`config.mk`:
```
export PLATFORM = sky130hd
export DESIGN_NAME = port_pin_function_mux
export DESIGN_NICKNAME = d
export VERILOG_FILES = /design/src/verilog/pin_mux_pkg.sv /design/src/verilog/port_pin_function_mux.sv
export SDC_FILE = /design/constraint.sdc
export NUM_CORES = 1
export LEC_CHECK = 0
export BUFFER_PORTS_ARGS = -buffer_cell sky130_fd_sc_hd__buf_2
export CAP_MARGIN = 20
export CELL_PAD_IN_SITES_DETAIL_PLACEMENT = 1
export CELL_PAD_IN_SITES_GLOBAL_PLACEMENT = 2
export CORE_UTILIZATION = 33
export DETAILED_ROUTE_END_ITERATION = 8
export PLACE_DENSITY = 0.86
export SETUP_SLACK_MARGIN = 0.3
export SYNTH_ARGS = -nofsm -noshare
export SYNTH_HDL_FRONTEND = slang
export SYNTH_SLANG_ARGS = --single-unit
```
`constraint.sdc`:
```
create_clock -name CORE_CLK -period 2.2 [get_ports CORE_CLK]
set_clock_uncertainty 0.15 [all_clocks]
set_input_delay 0.11 -clock CORE_CLK [delete_from_list [all_inputs] [get_ports CORE_CLK]]
set_output_delay 0.11 -clock CORE_CLK [all_outputs]
set_load 0.01 [all_outputs]
```
`src/verilog/pin_mux_pkg.sv`:
```
package pin_mux_pkg;

	typedef enum logic [1:0] {MODE_SINGLE, MODE_EXPANDED, MODE_BOOT, MODE_TEST} mode_e;

	// ------------------------------------------------------------------
	// Mode pin codes, mode_pin_b in the upper bit
	// ------------------------------------------------------------------
	localparam logic [1:0] PINS_SINGLE = 2'h2;
	localparam logic [1:0] PINS_EXPANDED = 2'h3;
	localparam logic [1:0] PINS_BOOT = 2'h0;
	localparam logic [1:0] PINS_TEST = 2'h1;

	// ------------------------------------------------------------------
	// Layout of the synchronised pin vector
	// ------------------------------------------------------------------
	localparam int PORTC_W = 8;
	localparam int PORTD_W = 6;
	localparam int PORTE_W = 8;
	localparam int SYNC_W = 25;
	localparam int SYNC_C_LSB = 0;
	localparam int SYNC_D_LSB = 8;
	localparam int SYNC_E_LSB = 14;
	localparam int SYNC_STROBE_A = 22;
	localparam int SYNC_MODE_A = 23;
	localparam int SYNC_MODE_B = 24;

	// ------------------------------------------------------------------
	// Port D bit positions
	// ------------------------------------------------------------------
	localparam int PD_RXD = 0;
	localparam int PD_TXD = 1;
	localparam int PD_MISO = 2;
	localparam int PD_MOSI = 3;
	localparam int PD_SCK = 4;
	localparam int PD_SS = 5;

	// ------------------------------------------------------------------
	// Values after reset
	// ------------------------------------------------------------------
	localparam logic [7:0] BYTE_RESET = 8'h00;
	localparam logic [5:0] PORTD_RESET = 6'h00;
	localparam logic LINE_IDLE = 1'b1;
	localparam logic LINE_LOW = 1'b0;

	typedef struct packed {
		logic [15:0] addr;
		logic [7:0] wdata;
		logic read;
		logic data_phase;
		logic addr_latch;
	} bus_cycle_s;

	typedef struct packed {
		logic [7:0] out;
		logic [7:0] dir;
	} gpio8_s;

	typedef struct packed {
		logic [5:0] out;
		logic [5:0] dir;
		logic wired_or;
	} gpio6_s;

	typedef struct packed {
		logic rx_enable;
		logic tx_enable;
		logic txd;
	} serial_ctl_s;

	typedef struct packed {
		logic enable;
		logic master;
		logic miso;
		logic mosi;
		logic sck;
	} spi_ctl_s;

	typedef struct packed {
		logic miso;
		logic mosi;
		logic sck;
		logic select_n;
	} spi_in_s;

	typedef struct packed {
		logic write;
		mode_e mode;
	} mode_wr_s;

endpackage

```
`src/verilog/port_pin_function_mux.sv`:
```
`timescale 1ns/1ps
`default_nettype none
module port_pin_function_mux
(
	input wire logic CORE_CLK,
	input wire logic RESET,
	input wire logic MODE_PIN_A,
	input wire logic MODE_PIN_B,
	output logic [7:0] PORTB_OUT,
	input wire logic [7:0] PORTC_IN,
	output logic [7:0] PORTC_OUT,
	output logic [7:0] PORTC_OE,
	input wire logic [5:0] PORTD_IN,
	output logic [5:0] PORTD_OUT,
	output logic [5:0] PORTD_OE,
	input wire logic [7:0] PORTE_IN,
	input wire logic STROBE_A_IN,
	output logic STROBE_A_OUT,
	output logic STROBE_A_OE,
	output logic STROBE_B_OUT,
	input wire pin_mux_pkg::bus_cycle_s BUS,
	input wire logic [7:0] PORTB_GPIO,
	input wire pin_mux_pkg::gpio8_s PORTC_GPIO,
	input wire pin_mux_pkg::gpio6_s PORTD_GPIO,
	input wire pin_mux_pkg::serial_ctl_s SERIAL_CTL,
	input wire pin_mux_pkg::spi_ctl_s SPI_CTL,
	input wire logic OUTPUT_HANDSHAKE_STROBE,
	input wire pin_mux_pkg::mode_wr_s MODE_WR,
	output pin_mux_pkg::mode_e MODE,
	output logic EXPANDED_BUS,
	output logic [7:0] BUS_RDATA,
	output logic [7:0] PORTC_RD,
	output logic [5:0] PORTD_RD,
	output logic [7:0] PORTE_RD,
	output logic SERIAL_RXD,
	output pin_mux_pkg::spi_in_s SPI_IN,
	output logic INPUT_HANDSHAKE_STROBE
);

	// ------------------------------------------------------------------
	// Decoding helpers
	// ------------------------------------------------------------------
	function automatic pin_mux_pkg::mode_e mode_from_pins(input logic [1:0] pins);
		pin_mux_pkg::mode_e m;
		m = pin_mux_pkg::MODE_SINGLE;
		unique case (pins)
			pin_mux_pkg::PINS_SINGLE: m = pin_mux_pkg::MODE_SINGLE;
			pin_mux_pkg::PINS_EXPANDED: m = pin_mux_pkg::MODE_EXPANDED;
			pin_mux_pkg::PINS_BOOT: m = pin_mux_pkg::MODE_BOOT;
			pin_mux_pkg::PINS_TEST: m = pin_mux_pkg::MODE_TEST;
		endcase
		return m;
	endfunction

	// Bootstrap shares the single-chip pinout, test shares the expanded one
	function automatic logic bus_on(input pin_mux_pkg::mode_e m);
		logic on;
		on = 1'b0;
		unique case (m)
			pin_mux_pkg::MODE_SINGLE: on = 1'b0;
			pin_mux_pkg::MODE_BOOT: on = 1'b0;
			pin_mux_pkg::MODE_EXPANDED: on = 1'b1;
			pin_mux_pkg::MODE_TEST: on = 1'b1;
		endcase
		return on;
	endfunction

	function automatic logic is_special(input pin_mux_pkg::mode_e m);
		return (m == pin_mux_pkg::MODE_BOOT) || (m == pin_mux_pkg::MODE_TEST);
	endfunction

	// ------------------------------------------------------------------
	// Pin input synchroniser
	// ------------------------------------------------------------------
	logic [pin_mux_pkg::SYNC_W-1:0] pins_raw;
	logic [pin_mux_pkg::SYNC_W-1:0] sync1_reg;
	logic [pin_mux_pkg::SYNC_W-1:0] sync2_reg;
	logic [pin_mux_pkg::SYNC_W-1:0] sync3_reg;
	logic [pin_mux_pkg::SYNC_W-1:0] pins_reg;
	logic [pin_mux_pkg::SYNC_W-1:0] pins_next;

	assign pins_raw = {MODE_PIN_B, MODE_PIN_A, STROBE_A_IN, PORTE_IN, PORTD_IN, PORTC_IN};

	// A bit moves only once stages two and three agree, so a pin caught
	// mid-transition is never seen as a glitch
	assign pins_next = (sync2_reg & sync3_reg) | (pins_reg & (sync2_reg ^ sync3_reg));

	// Left free of reset so the mode pins can settle while reset is held
	always_ff @(posedge CORE_CLK)
	begin
		sync1_reg <= pins_raw;
		sync2_reg <= sync1_reg;
		sync3_reg <= sync2_reg;
		pins_reg <= pins_next;
	end

	logic [7:0] pc_s;
	logic [5:0] pd_s;
	logic [7:0] pe_s;
	logic [1:0] mode_pins_s;

	assign pc_s = pins_reg[pin_mux_pkg::SYNC_C_LSB +: pin_mux_pkg::PORTC_W];
	assign pd_s = pins_reg[pin_mux_pkg::SYNC_D_LSB +: pin_mux_pkg::PORTD_W];
	assign pe_s = pins_reg[pin_mux_pkg::SYNC_E_LSB +: pin_mux_pkg::PORTE_W];
	assign mode_pins_s = {pins_reg[pin_mux_pkg::SYNC_MODE_B], pins_reg[pin_mux_pkg::SYNC_MODE_A]};

	// ------------------------------------------------------------------
	// Operating mode
	// ------------------------------------------------------------------
	pin_mux_pkg::mode_e mode_reg;
	logic bus_mode;

	// Software may only leave a special mode; normal modes stay locked
	always_ff @(posedge CORE_CLK)
	begin
		if (RESET)
		begin
			mode_reg <= mode_from_pins(mode_pins_s);
		end
		else if (MODE_WR.write && is_special(mode_reg))
		begin
			mode_reg <= MODE_WR.mode;
		end
	end

	assign bus_mode = bus_on(mode_reg);

	always_ff @(posedge CORE_CLK)
	begin
		if (RESET)
		begin
			MODE <= pin_mux_pkg::MODE_SINGLE;
			EXPANDED_BUS <= 1'b0;
		end
		else
		begin
			MODE <= mode_reg;
			EXPANDED_BUS <= bus_mode;
		end
	end

	// ------------------------------------------------------------------
	// Ports B, C and strobes
	// ------------------------------------------------------------------
	logic [7:0] pb_next;
	logic [7:0] pc_out_next;
	logic [7:0] pc_oe_next;
	logic input_handshake_strobe_out_next;
	logic input_handshake_strobe_oe_next;
	logic output_handshake_strobe_next;

	always_comb
	begin
		pb_next = PORTB_GPIO;
		pc_out_next = PORTC_GPIO.out;
		pc_oe_next = PORTC_GPIO.dir;
		input_handshake_strobe_out_next = pin_mux_pkg::LINE_LOW;
		input_handshake_strobe_oe_next = 1'b0;
		output_handshake_strobe_next = OUTPUT_HANDSHAKE_STROBE;
		if (bus_mode)
		begin
			// Core presents a cycle every clock, internal targets included
			pb_next = BUS.addr[15:8];
			input_handshake_strobe_out_next = BUS.addr_latch;
			input_handshake_strobe_oe_next = 1'b1;
			output_handshake_strobe_next = BUS.read;
			if (!BUS.data_phase)
			begin
				pc_out_next = BUS.addr[7:0];
				pc_oe_next = 8'hFF;
			end
			else if (!BUS.read)
			begin
				pc_out_next = BUS.wdata;
				pc_oe_next = 8'hFF;
			end
			else
			begin
				pc_out_next = pin_mux_pkg::BYTE_RESET;
				pc_oe_next = 8'h00;
			end
		end
	end

	// Outside bus modes port B and C only follow the I/O values
	always_ff @(posedge CORE_CLK)
	begin
		if (RESET)
		begin
			PORTB_OUT <= pin_mux_pkg::BYTE_RESET;
			PORTC_OUT <= pin_mux_pkg::BYTE_RESET;
			PORTC_OE <= pin_mux_pkg::BYTE_RESET;
			STROBE_A_OUT <= pin_mux_pkg::LINE_LOW;
			STROBE_A_OE <= 1'b0;
			STROBE_B_OUT <= pin_mux_pkg::LINE_IDLE;
		end
		else
		begin
			PORTB_OUT <= pb_next;
			PORTC_OUT <= pc_out_next;
			PORTC_OE <= pc_oe_next;
			STROBE_A_OUT <= input_handshake_strobe_out_next;
			STROBE_A_OE <= input_handshake_strobe_oe_next;
			STROBE_B_OUT <= output_handshake_strobe_next;
		end
	end

	// Read data passes the pin synchroniser, so it trails the pins by
	// about five clocks; the data phase must last longer than that
	always_ff @(posedge CORE_CLK)
	begin
		if (RESET)
		begin
			BUS_RDATA <= pin_mux_pkg::BYTE_RESET;
		end
		else if (bus_mode && BUS.data_phase && BUS.read)
		begin
			BUS_RDATA <= pc_s;
		end
	end

	always_ff @(posedge CORE_CLK)
	begin
		if (RESET)
		begin
			PORTC_RD <= pin_mux_pkg::BYTE_RESET;
			INPUT_HANDSHAKE_STROBE <= pin_mux_pkg::LINE_LOW;
		end
		else
		begin
			PORTC_RD <= pc_s;
			INPUT_HANDSHAKE_STROBE <= bus_mode ? pin_mux_pkg::LINE_LOW
				: pins_reg[pin_mux_pkg::SYNC_STROBE_A];
		end
	end

	// ------------------------------------------------------------------
	// Port D, independent of mode
	// ------------------------------------------------------------------
	logic [5:0] pd_out_next;
	logic [5:0] pd_oe_next;
	logic [5:0] pd_oe_final;

	always_comb
	begin
		pd_out_next = PORTD_GPIO.out;
		pd_oe_next = PORTD_GPIO.dir;
		if (SERIAL_CTL.rx_enable)
		begin
			pd_oe_next[pin_mux_pkg::PD_RXD] = 1'b0;
		end
		if (SERIAL_CTL.tx_enable)
		begin
			pd_out_next[pin_mux_pkg::PD_TXD] = SERIAL_CTL.txd;
			pd_oe_next[pin_mux_pkg::PD_TXD] = 1'b1;
		end
		if (SPI_CTL.enable)
		begin
			pd_oe_next[pin_mux_pkg::PD_SS] = 1'b0;
			if (SPI_CTL.master)
			begin
				pd_oe_next[pin_mux_pkg::PD_MISO] = 1'b0;
				pd_out_next[pin_mux_pkg::PD_MOSI] = SPI_CTL.mosi;
				pd_oe_next[pin_mux_pkg::PD_MOSI] = 1'b1;
				pd_out_next[pin_mux_pkg::PD_SCK] = SPI_CTL.sck;
				pd_oe_next[pin_mux_pkg::PD_SCK] = 1'b1;
			end
			else
			begin
				// A slave drives MISO only while selected, so several
				// slaves can share the line
				pd_out_next[pin_mux_pkg::PD_MISO] = SPI_CTL.miso;
				pd_oe_next[pin_mux_pkg::PD_MISO] = ~pd_s[pin_mux_pkg::PD_SS];
				pd_oe_next[pin_mux_pkg::PD_MOSI] = 1'b0;
				pd_oe_next[pin_mux_pkg::PD_SCK] = 1'b0;
			end
		end
	end

	// Wired-OR releases a driven high so an external pull-up supplies it
	assign pd_oe_final = PORTD_GPIO.wired_or ? (pd_oe_next & ~pd_out_next) : pd_oe_next;

	always_ff @(posedge CORE_CLK)
	begin
		if (RESET)
		begin
			PORTD_OUT <= pin_mux_pkg::PORTD_RESET;
			PORTD_OE <= pin_mux_pkg::PORTD_RESET;
		end
		else
		begin
			PORTD_OUT <= pd_out_next;
			PORTD_OE <= pd_oe_final;
		end
	end

	always_ff @(posedge CORE_CLK)
	begin
		if (RESET)
		begin
			PORTD_RD <= pin_mux_pkg::PORTD_RESET;
			SERIAL_RXD <= pin_mux_pkg::LINE_IDLE;
			SPI_IN <= {pin_mux_pkg::LINE_LOW, pin_mux_pkg::LINE_LOW,
				pin_mux_pkg::LINE_LOW, pin_mux_pkg::LINE_IDLE};
		end
		else
		begin
			PORTD_RD <= pd_s;
			SERIAL_RXD <= pd_s[pin_mux_pkg::PD_RXD];
			SPI_IN <= {pd_s[pin_mux_pkg::PD_MISO], pd_s[pin_mux_pkg::PD_MOSI],
				pd_s[pin_mux_pkg::PD_SCK], pd_s[pin_mux_pkg::PD_SS]};
		end
	end

	// ------------------------------------------------------------------
	// Port E, input only
	// ------------------------------------------------------------------
	// No drive exists here; the analog path taps the pins outside this block
	always_ff @(posedge CORE_CLK)
	begin
		if (RESET)
		begin
			PORTE_RD <= pin_mux_pkg::BYTE_RESET;
		end
		else
		begin
			PORTE_RD <= pe_s;
		end
	end

endmodule
`default_nettype wire
```
After elaboration in Yosys (flattened, before gate mapping) --
Cells that the tools add are included.
Word-level totals: bits in registers 180, bits of input ports 103, output and inout bits 78, word-level logic and storage cells 72
Operators by class: eq/ne operators 6, muxes and demuxes 22, bitwise gates (word level) 8, reductions and logical operators 11
Operator list (number):
- $mux 8 | 7
- $and 25x25->25 | 2
- $or 25x25->25 | 1
- $xor 25x25->25 | 1
- $eq 2x2->1 const B | 4
- $pmux 2 s4 | 1
- $reduce_or 2->1 | 4
- $and 6x6->6 | 1
- $mux 1 | 6
- $mux 2 | 3
- $mux 3 | 2
- $mux 6 | 1
- $not 6->6 | 1
- $eq 2x1->1 const B | 2
- $logic_not 2->1 | 2
- $mux 4 | 1
- $logic_and 1x1->1 | 3
- $not 1->1 | 2
- $pmux 1 s2 | 1
- $reduce_bool 2->1 | 1
- $logic_or 1x1->1 | 1

Depth between registers and ports, before layout --
depth after elaboration 5, depth in mapped cells 5, gate-level depth less buffers 3

Worst setup path before layout --
No wires, ideal clock.
path type register to register, start register mode_reg[0], end register STROBE_B_OUT, library setup time 0.120 ns, arrival time 0.949 ns, required time 1.930 ns, setup slack 0.982 ns, cell stages (with the launch flop) 4, buffers on the path 2, period minus slack after synthesis 1.218 ns, cells stage by stage edfxtp_1 -> buf_4 -> buf_4 -> a211o_1
Between the ends: cells in the longest elaborated chain, start to end 4, elaborated cells between the ends (all ways) 8, classes of those cells 3 x eq/ne; 2 x mux; 3 x reduce/logical
RTL lines:
- from (decl) | line port_pin_function_mux.sv:110 | pin_mux_pkg::mode_e mode_reg;
- from (signal assigned) | line port_pin_function_mux.sv:118 | mode_reg <= mode_from_pins(mode_pins_s);
- from (signal assigned) | line port_pin_function_mux.sv:122 | mode_reg <= MODE_WR.mode;
- $eq 2x2->1, or another cell as far along | line port_pin_function_mux.sv:59 | unique case (m)
- $reduce_or 2->1 (no line)
- $pmux 1 s2 * | line port_pin_function_mux.sv:59
- $mux 1 * | line port_pin_function_mux.sv:160 | if (bus_mode)
- to (signal assigned) | line port_pin_function_mux.sv:195 | STROBE_B_OUT <= pin_mux_pkg::LINE_IDLE;
- to (signal assigned) | line port_pin_function_mux.sv:204 | STROBE_B_OUT <= output_handshake_strobe_next;
- to (decl) | line port_pin_function_mux.sv:20 | output logic STROBE_B_OUT,
Mark *: on every way between the ends. The rest lies on a longest branch, timed or not. A chain may end at the register's enable or synchronous reset.

Final worst setup path --
start input SPI_CTL[3] (netlist name), end register PORTD_OE[2]
Between the ends: cells in the longest elaborated chain, start to end 5, elaborated cells between the ends (all ways) 7, classes of those cells 5 x mux; 2 x bitwise
RTL lines:
- from (decl) | line port_pin_function_mux.sv:26 | input wire pin_mux_pkg::spi_ctl_s SPI_CTL,
- $mux 1 | line port_pin_function_mux.sv:260 | if (SPI_CTL.master)
- $mux 3 | line port_pin_function_mux.sv:257 | if (SPI_CTL.enable)
- $not 6->6 | line port_pin_function_mux.sv:281 | assign pd_oe_final = PORTD_GPIO.wired_or ? (pd_oe_next & ~pd_out_next) : pd_oe_next;
- $and 6x6->6 | line port_pin_function_mux.sv:281
- $mux 6 * | line port_pin_function_mux.sv:281
- to (signal assigned) | line port_pin_function_mux.sv:288 | PORTD_OE <= pin_mux_pkg::PORTD_RESET;
- to (signal assigned) | line port_pin_function_mux.sv:293 | PORTD_OE <= pd_oe_final;
- to (decl) | line port_pin_function_mux.sv:15 | output logic [5:0] PORTD_OE,
Marks and branches as above.

==> metrics.txt <==
# TYPE chip_impl_metric gauge
chip_impl_metric{name="final_core_utilization",unit=""} 0.509
chip_impl_metric{name="antenna_found_initial",unit=""} 0
chip_impl_metric{name="insertedDiodeCount",unit=""} 0
chip_impl_info{name="worstSetupEndpoint",value="PORTD_OE[2]"} 1
chip_impl_metric{name="yosys.area.top_type_share",unit=""} 0.683
chip_impl_metric{name="areaGrowthSynthToFinish",unit="%"} 51.2
chip_impl_info{name="worst_setup_path_start_kind",value="primary input"} 1
chip_impl_metric{name="detail_routed_via_count_per_cell",unit=""} 4.35
chip_impl_metric{name="cts.sinks",unit=""} 176
chip_impl_metric{name="data_required_time_at_the_worst_endpoint",unit="ns"} 2.37
chip_impl_metric{name="clock_latency",unit="ns"} 0.43
chip_impl_metric{name="r2r_slack",unit="ns"} 0.65
chip_impl_metric{name="drv_cap",unit=""} 0
chip_impl_metric{name="timing_max_transition_violations_final",unit=""} 0
chip_impl_info{name="ys.flop_type",value="dfxtp_1"} 1
chip_impl_metric{name="worst-r2r-cell-count",unit=""} 3
chip_impl_metric{name="postRouteWirelength",unit="mm"} 13.4
chip_impl_metric{name="final_routed_wire_length_divided_by_cell_count",unit="um"} 15.4
chip_impl_metric{name="syn_area",unit="sq mm"} 0.00510
chip_impl_metric{name="total_leakage_power",unit="uW"} 0.00378
chip_impl_info{name="worst_hold_startpoint",value="RESET"} 1
chip_impl_metric{name="netlist-cell-type-count",unit=""} 33
chip_impl_metric{name="fraction_of_layout_instances_using_a_drive_strength_above_1",unit=""} 0.336
chip_impl_metric{name="number_of_buffers_between_clock_root_and_the_deepest_sink",unit=""} 2
chip_impl_metric{name="drt.antenna.violating_nets",unit=""} 0
chip_impl_info{name="unrepaired_setup_endpoints_after_global_routing",value="false"} 1
chip_impl_metric{name="cp.arrival",unit="ns"} 1.92
chip_impl_metric{name="die_height",unit="um"} 126
chip_impl_info{name="post_synth_most_frequent_cells",value="dfxtp_1 (174), a21o_1 (25), ha_1 (25), nor2b_1 (25), nor2_1 (22)"} 1
chip_impl_metric{name="overflow",unit=""} 0
chip_impl_metric{name="fmax",unit="MHz"} 571
chip_impl_metric{name="postCtsSetupRepairBufs",unit=""} 0
chip_impl_metric{name="combined_area_of_the_multi_input_logic_cells",unit="sq mm"} 0.00141
chip_impl_info{name="crit_chain",value="dlygate4sd3_1 -> buf_2 -> nand2b_1 -> mux2i_1 -> dlygate4sd3_1 -> o22a_1"} 1
chip_impl_metric{name="synthArstFlopShare",unit=""} 0
chip_impl_metric{name="tightestPinTransition",unit="ns"} 0.462
chip_impl_info{name="timing.setup.critical_path_class",value="in2reg"} 1
chip_impl_metric{name="power.ir.vdd_worst",unit="mV"} 0.460
chip_impl_metric{name="effective_utilization_at_floorplan",unit=""} 0.337
chip_impl_metric{name="drt_pre_antenna_iters",unit=""} 4
chip_impl_metric{name="grt_pass1_wl",unit="mm"} 21.4
chip_impl_metric{name="initialDrtViolationCount",unit=""} 119
chip_impl_metric{name="n_fill_cell",unit=""} 1592
chip_impl_metric{name="hold-worst-slack",unit="ns"} 0.0244
chip_impl_metric{name="placed_cell_area",unit="sq mm"} 0.00614
chip_impl_info{name="regToRegStartpoint",value="mode_reg[0]"} 1
chip_impl_metric{name="synthesis.instances",unit=""} 393
chip_impl_info{name="post_synth_main_area_contributors",value="dfxtp_1 (68%), ha_1 (6.1%), a21o_1 (3.7%)"} 1
chip_impl_metric{name="timing.max_slew.rel_slack",unit=""} 0.684
chip_impl_info{name="r2r_end",value="PORTB_OUT[6]"} 1
chip_impl_metric{name="yosysWarningCount",unit=""} 0
chip_impl_metric{name="synth.yosys.seq_area_share",unit=""} 0.695
chip_impl_metric{name="area.sequential",unit="sq mm"} 0.00354
chip_impl_metric{name="detailedPlacementHpwl",unit="mm"} 8.34
chip_impl_metric{name="io_pins",unit=""} 181
chip_impl_info{name="post-synth-top-area-cell",value="dfxtp_1"} 1
chip_impl_metric{name="powerDensity",unit="mW/mm^2"} 962
chip_impl_info{name="root_buffer",value="clkbuf_16"} 1
chip_impl_metric{name="cts_buffers",unit=""} 17
chip_impl_info{name="cpMostUsedCell",value="dlygate4sd3_1"} 1
chip_impl_info{name="cts_tree",value="done"} 1
chip_impl_info{name="class_of_the_tightest_hold_or_removal_check",value="in2reg"} 1
chip_impl_metric{name="port_buffers",unit=""} 180
chip_impl_metric{name="hold_viol",unit=""} 0
chip_impl_metric{name="crit_path_max_incr_delay",unit="ns"} 0.59
chip_impl_info{name="synth.most_common_cell",value="dfxtp_1"} 1
chip_impl_metric{name="cp_max_fo",unit=""} 2
chip_impl_metric{name="design.final.nets",unit=""} 799
chip_impl_metric{name="setup_tns_final",unit="ns"} 0
chip_impl_metric{name="fp.dieArea",unit="sq mm"} 0.0160
chip_impl_metric{name="number_of_global_route_vias_before_repair",unit=""} 4204
chip_impl_metric{name="finalSetupViolations",unit=""} 0
chip_impl_metric{name="core_area",unit="sq mm"} 0.0151
chip_impl_metric{name="remaining_drc_errors",unit=""} 0
chip_impl_metric{name="floorplan.rows",unit=""} 45
chip_impl_metric{name="cts_htree_levels",unit=""} 4
chip_impl_metric{name="finalInstanceArea",unit="sq mm"} 0.00771
chip_impl_metric{name="via_count",unit=""} 3789
chip_impl_metric{name="grt_usage",unit=""} 0.179
chip_impl_metric{name="grt_start_max_net_pins",unit=""} 38
chip_impl_metric{name="gp_weighted_congestion",unit=""} 0.732
chip_impl_info{name="setup.worst_path.end_class",value="register"} 1
chip_impl_metric{name="clock_pin_slew_reported_for_the_worst_setup_and_hold_paths_after_clock_tree_synthesis",unit="ns"} 0.07
chip_impl_info{name="worst_setup_path_startpoint",value="SPI_CTL[3]"} 1
chip_impl_metric{name="die_width",unit="um"} 126
chip_impl_metric{name="final_period_minus_worst_setup_slack",unit="ns"} 1.75
chip_impl_info{name="critical_path.slowest_cell",value="dlygate4sd3_1"} 1
chip_impl_metric{name="synth_edf_count",unit=""} 2
chip_impl_metric{name="min_period_over_period",unit=""} 0.796
chip_impl_info{name="status",value="completed"} 1
chip_impl_metric{name="yosys_register_bits",unit=""} 176
chip_impl_metric{name="synth.avg_cell_area",unit="sq um"} 13.0
chip_impl_metric{name="postSynthNetCount",unit=""} 521
## what timing repair did
| action | in CTS | in global routing |
|---|---|---|
| hold buffers | 94 | 0 |
| endpoints found under the hold margin | 67 | 0 |
| gates resized for setup | 0 | 0 |
## kinds of logic after synthesis
kind of cell             share of synthesized area
flip-flops                                   0.695
AND/OR/NAND/NOR                             0.0971
AO/OA/AOI/OAI                               0.0912
adder cells (fa/ha/maj)                     0.0613
buffers and inverters                       0.0299
multiplexers                                0.0258
## final cells by class
class                           instances  share of cell area
Timing Repair Buffer                  277               0.243
Inverter                                5             0.00243
Clock buffer                           19              0.0602
Sequential cell                       176               0.459
Clock inverter                         13              0.0222
Tap cell                              188              0.0305
Multi-Input combinational cell        194               0.182
## report_power, final
part / internal (uW) / total (uW) / switching [uW]
clock: 1910 / 3190 / 1280
sequential: 3430 / 3520 / 92.7
combinational: 393 / 706 / 313
total: 5730 / 7420 / 1690
## through the flow
step           setup slack [ns]  total power, uW  cells
2_1_floorplan             0.982             3880    393
3_3_place_gp              0.855             4120    746
3_5_place_dp              0.749             4150    746
4_1_cts                   0.523             7500    872
5_1_grt                   0.396             7750    872
6_report                  0.449             7420    872
## critical path, delay by kind of cell
family,cells,cell delay [ns]
muxes,1,0.15
buffers and inverters,3,1.27
and+or+nand+nor,1,0.18
AOI/OAI and AO/OA,1,0.21
## worst min-delay path by stage
stage,cells past startpoint,to
floorplan,0,sync1_reg[0]
global placement,1,sync1_reg[19]
detailed placement,1,sync1_reg[14]
CTS,2,mode_reg[0]
global route,2,mode_reg[0]
finish,3,PORTB_OUT[0]
## metal layers
metal  wire length [um]  up-vias  GRT usage
met3                623       30     0.0544
met1               5240     1772      0.183
met2               7190      129      0.329
met5                  0        -          0
met4                381        0     0.0893
li1                   -     1858          -
## cells in the final DEF (no fill, tap or decap), types with 12 or more instances in the layout
cell,n
buf_2,180
dfxtp_1,174
dlygate4sd3_1,94
a21o_1,25
nor2b_1,25
ha_1,25
nor2_1,22
nand2_1,21
clkbuf_16,18
a21oi_1,17
mux2i_1,12
Note: power is estimated with default switching activity, not from simulation.
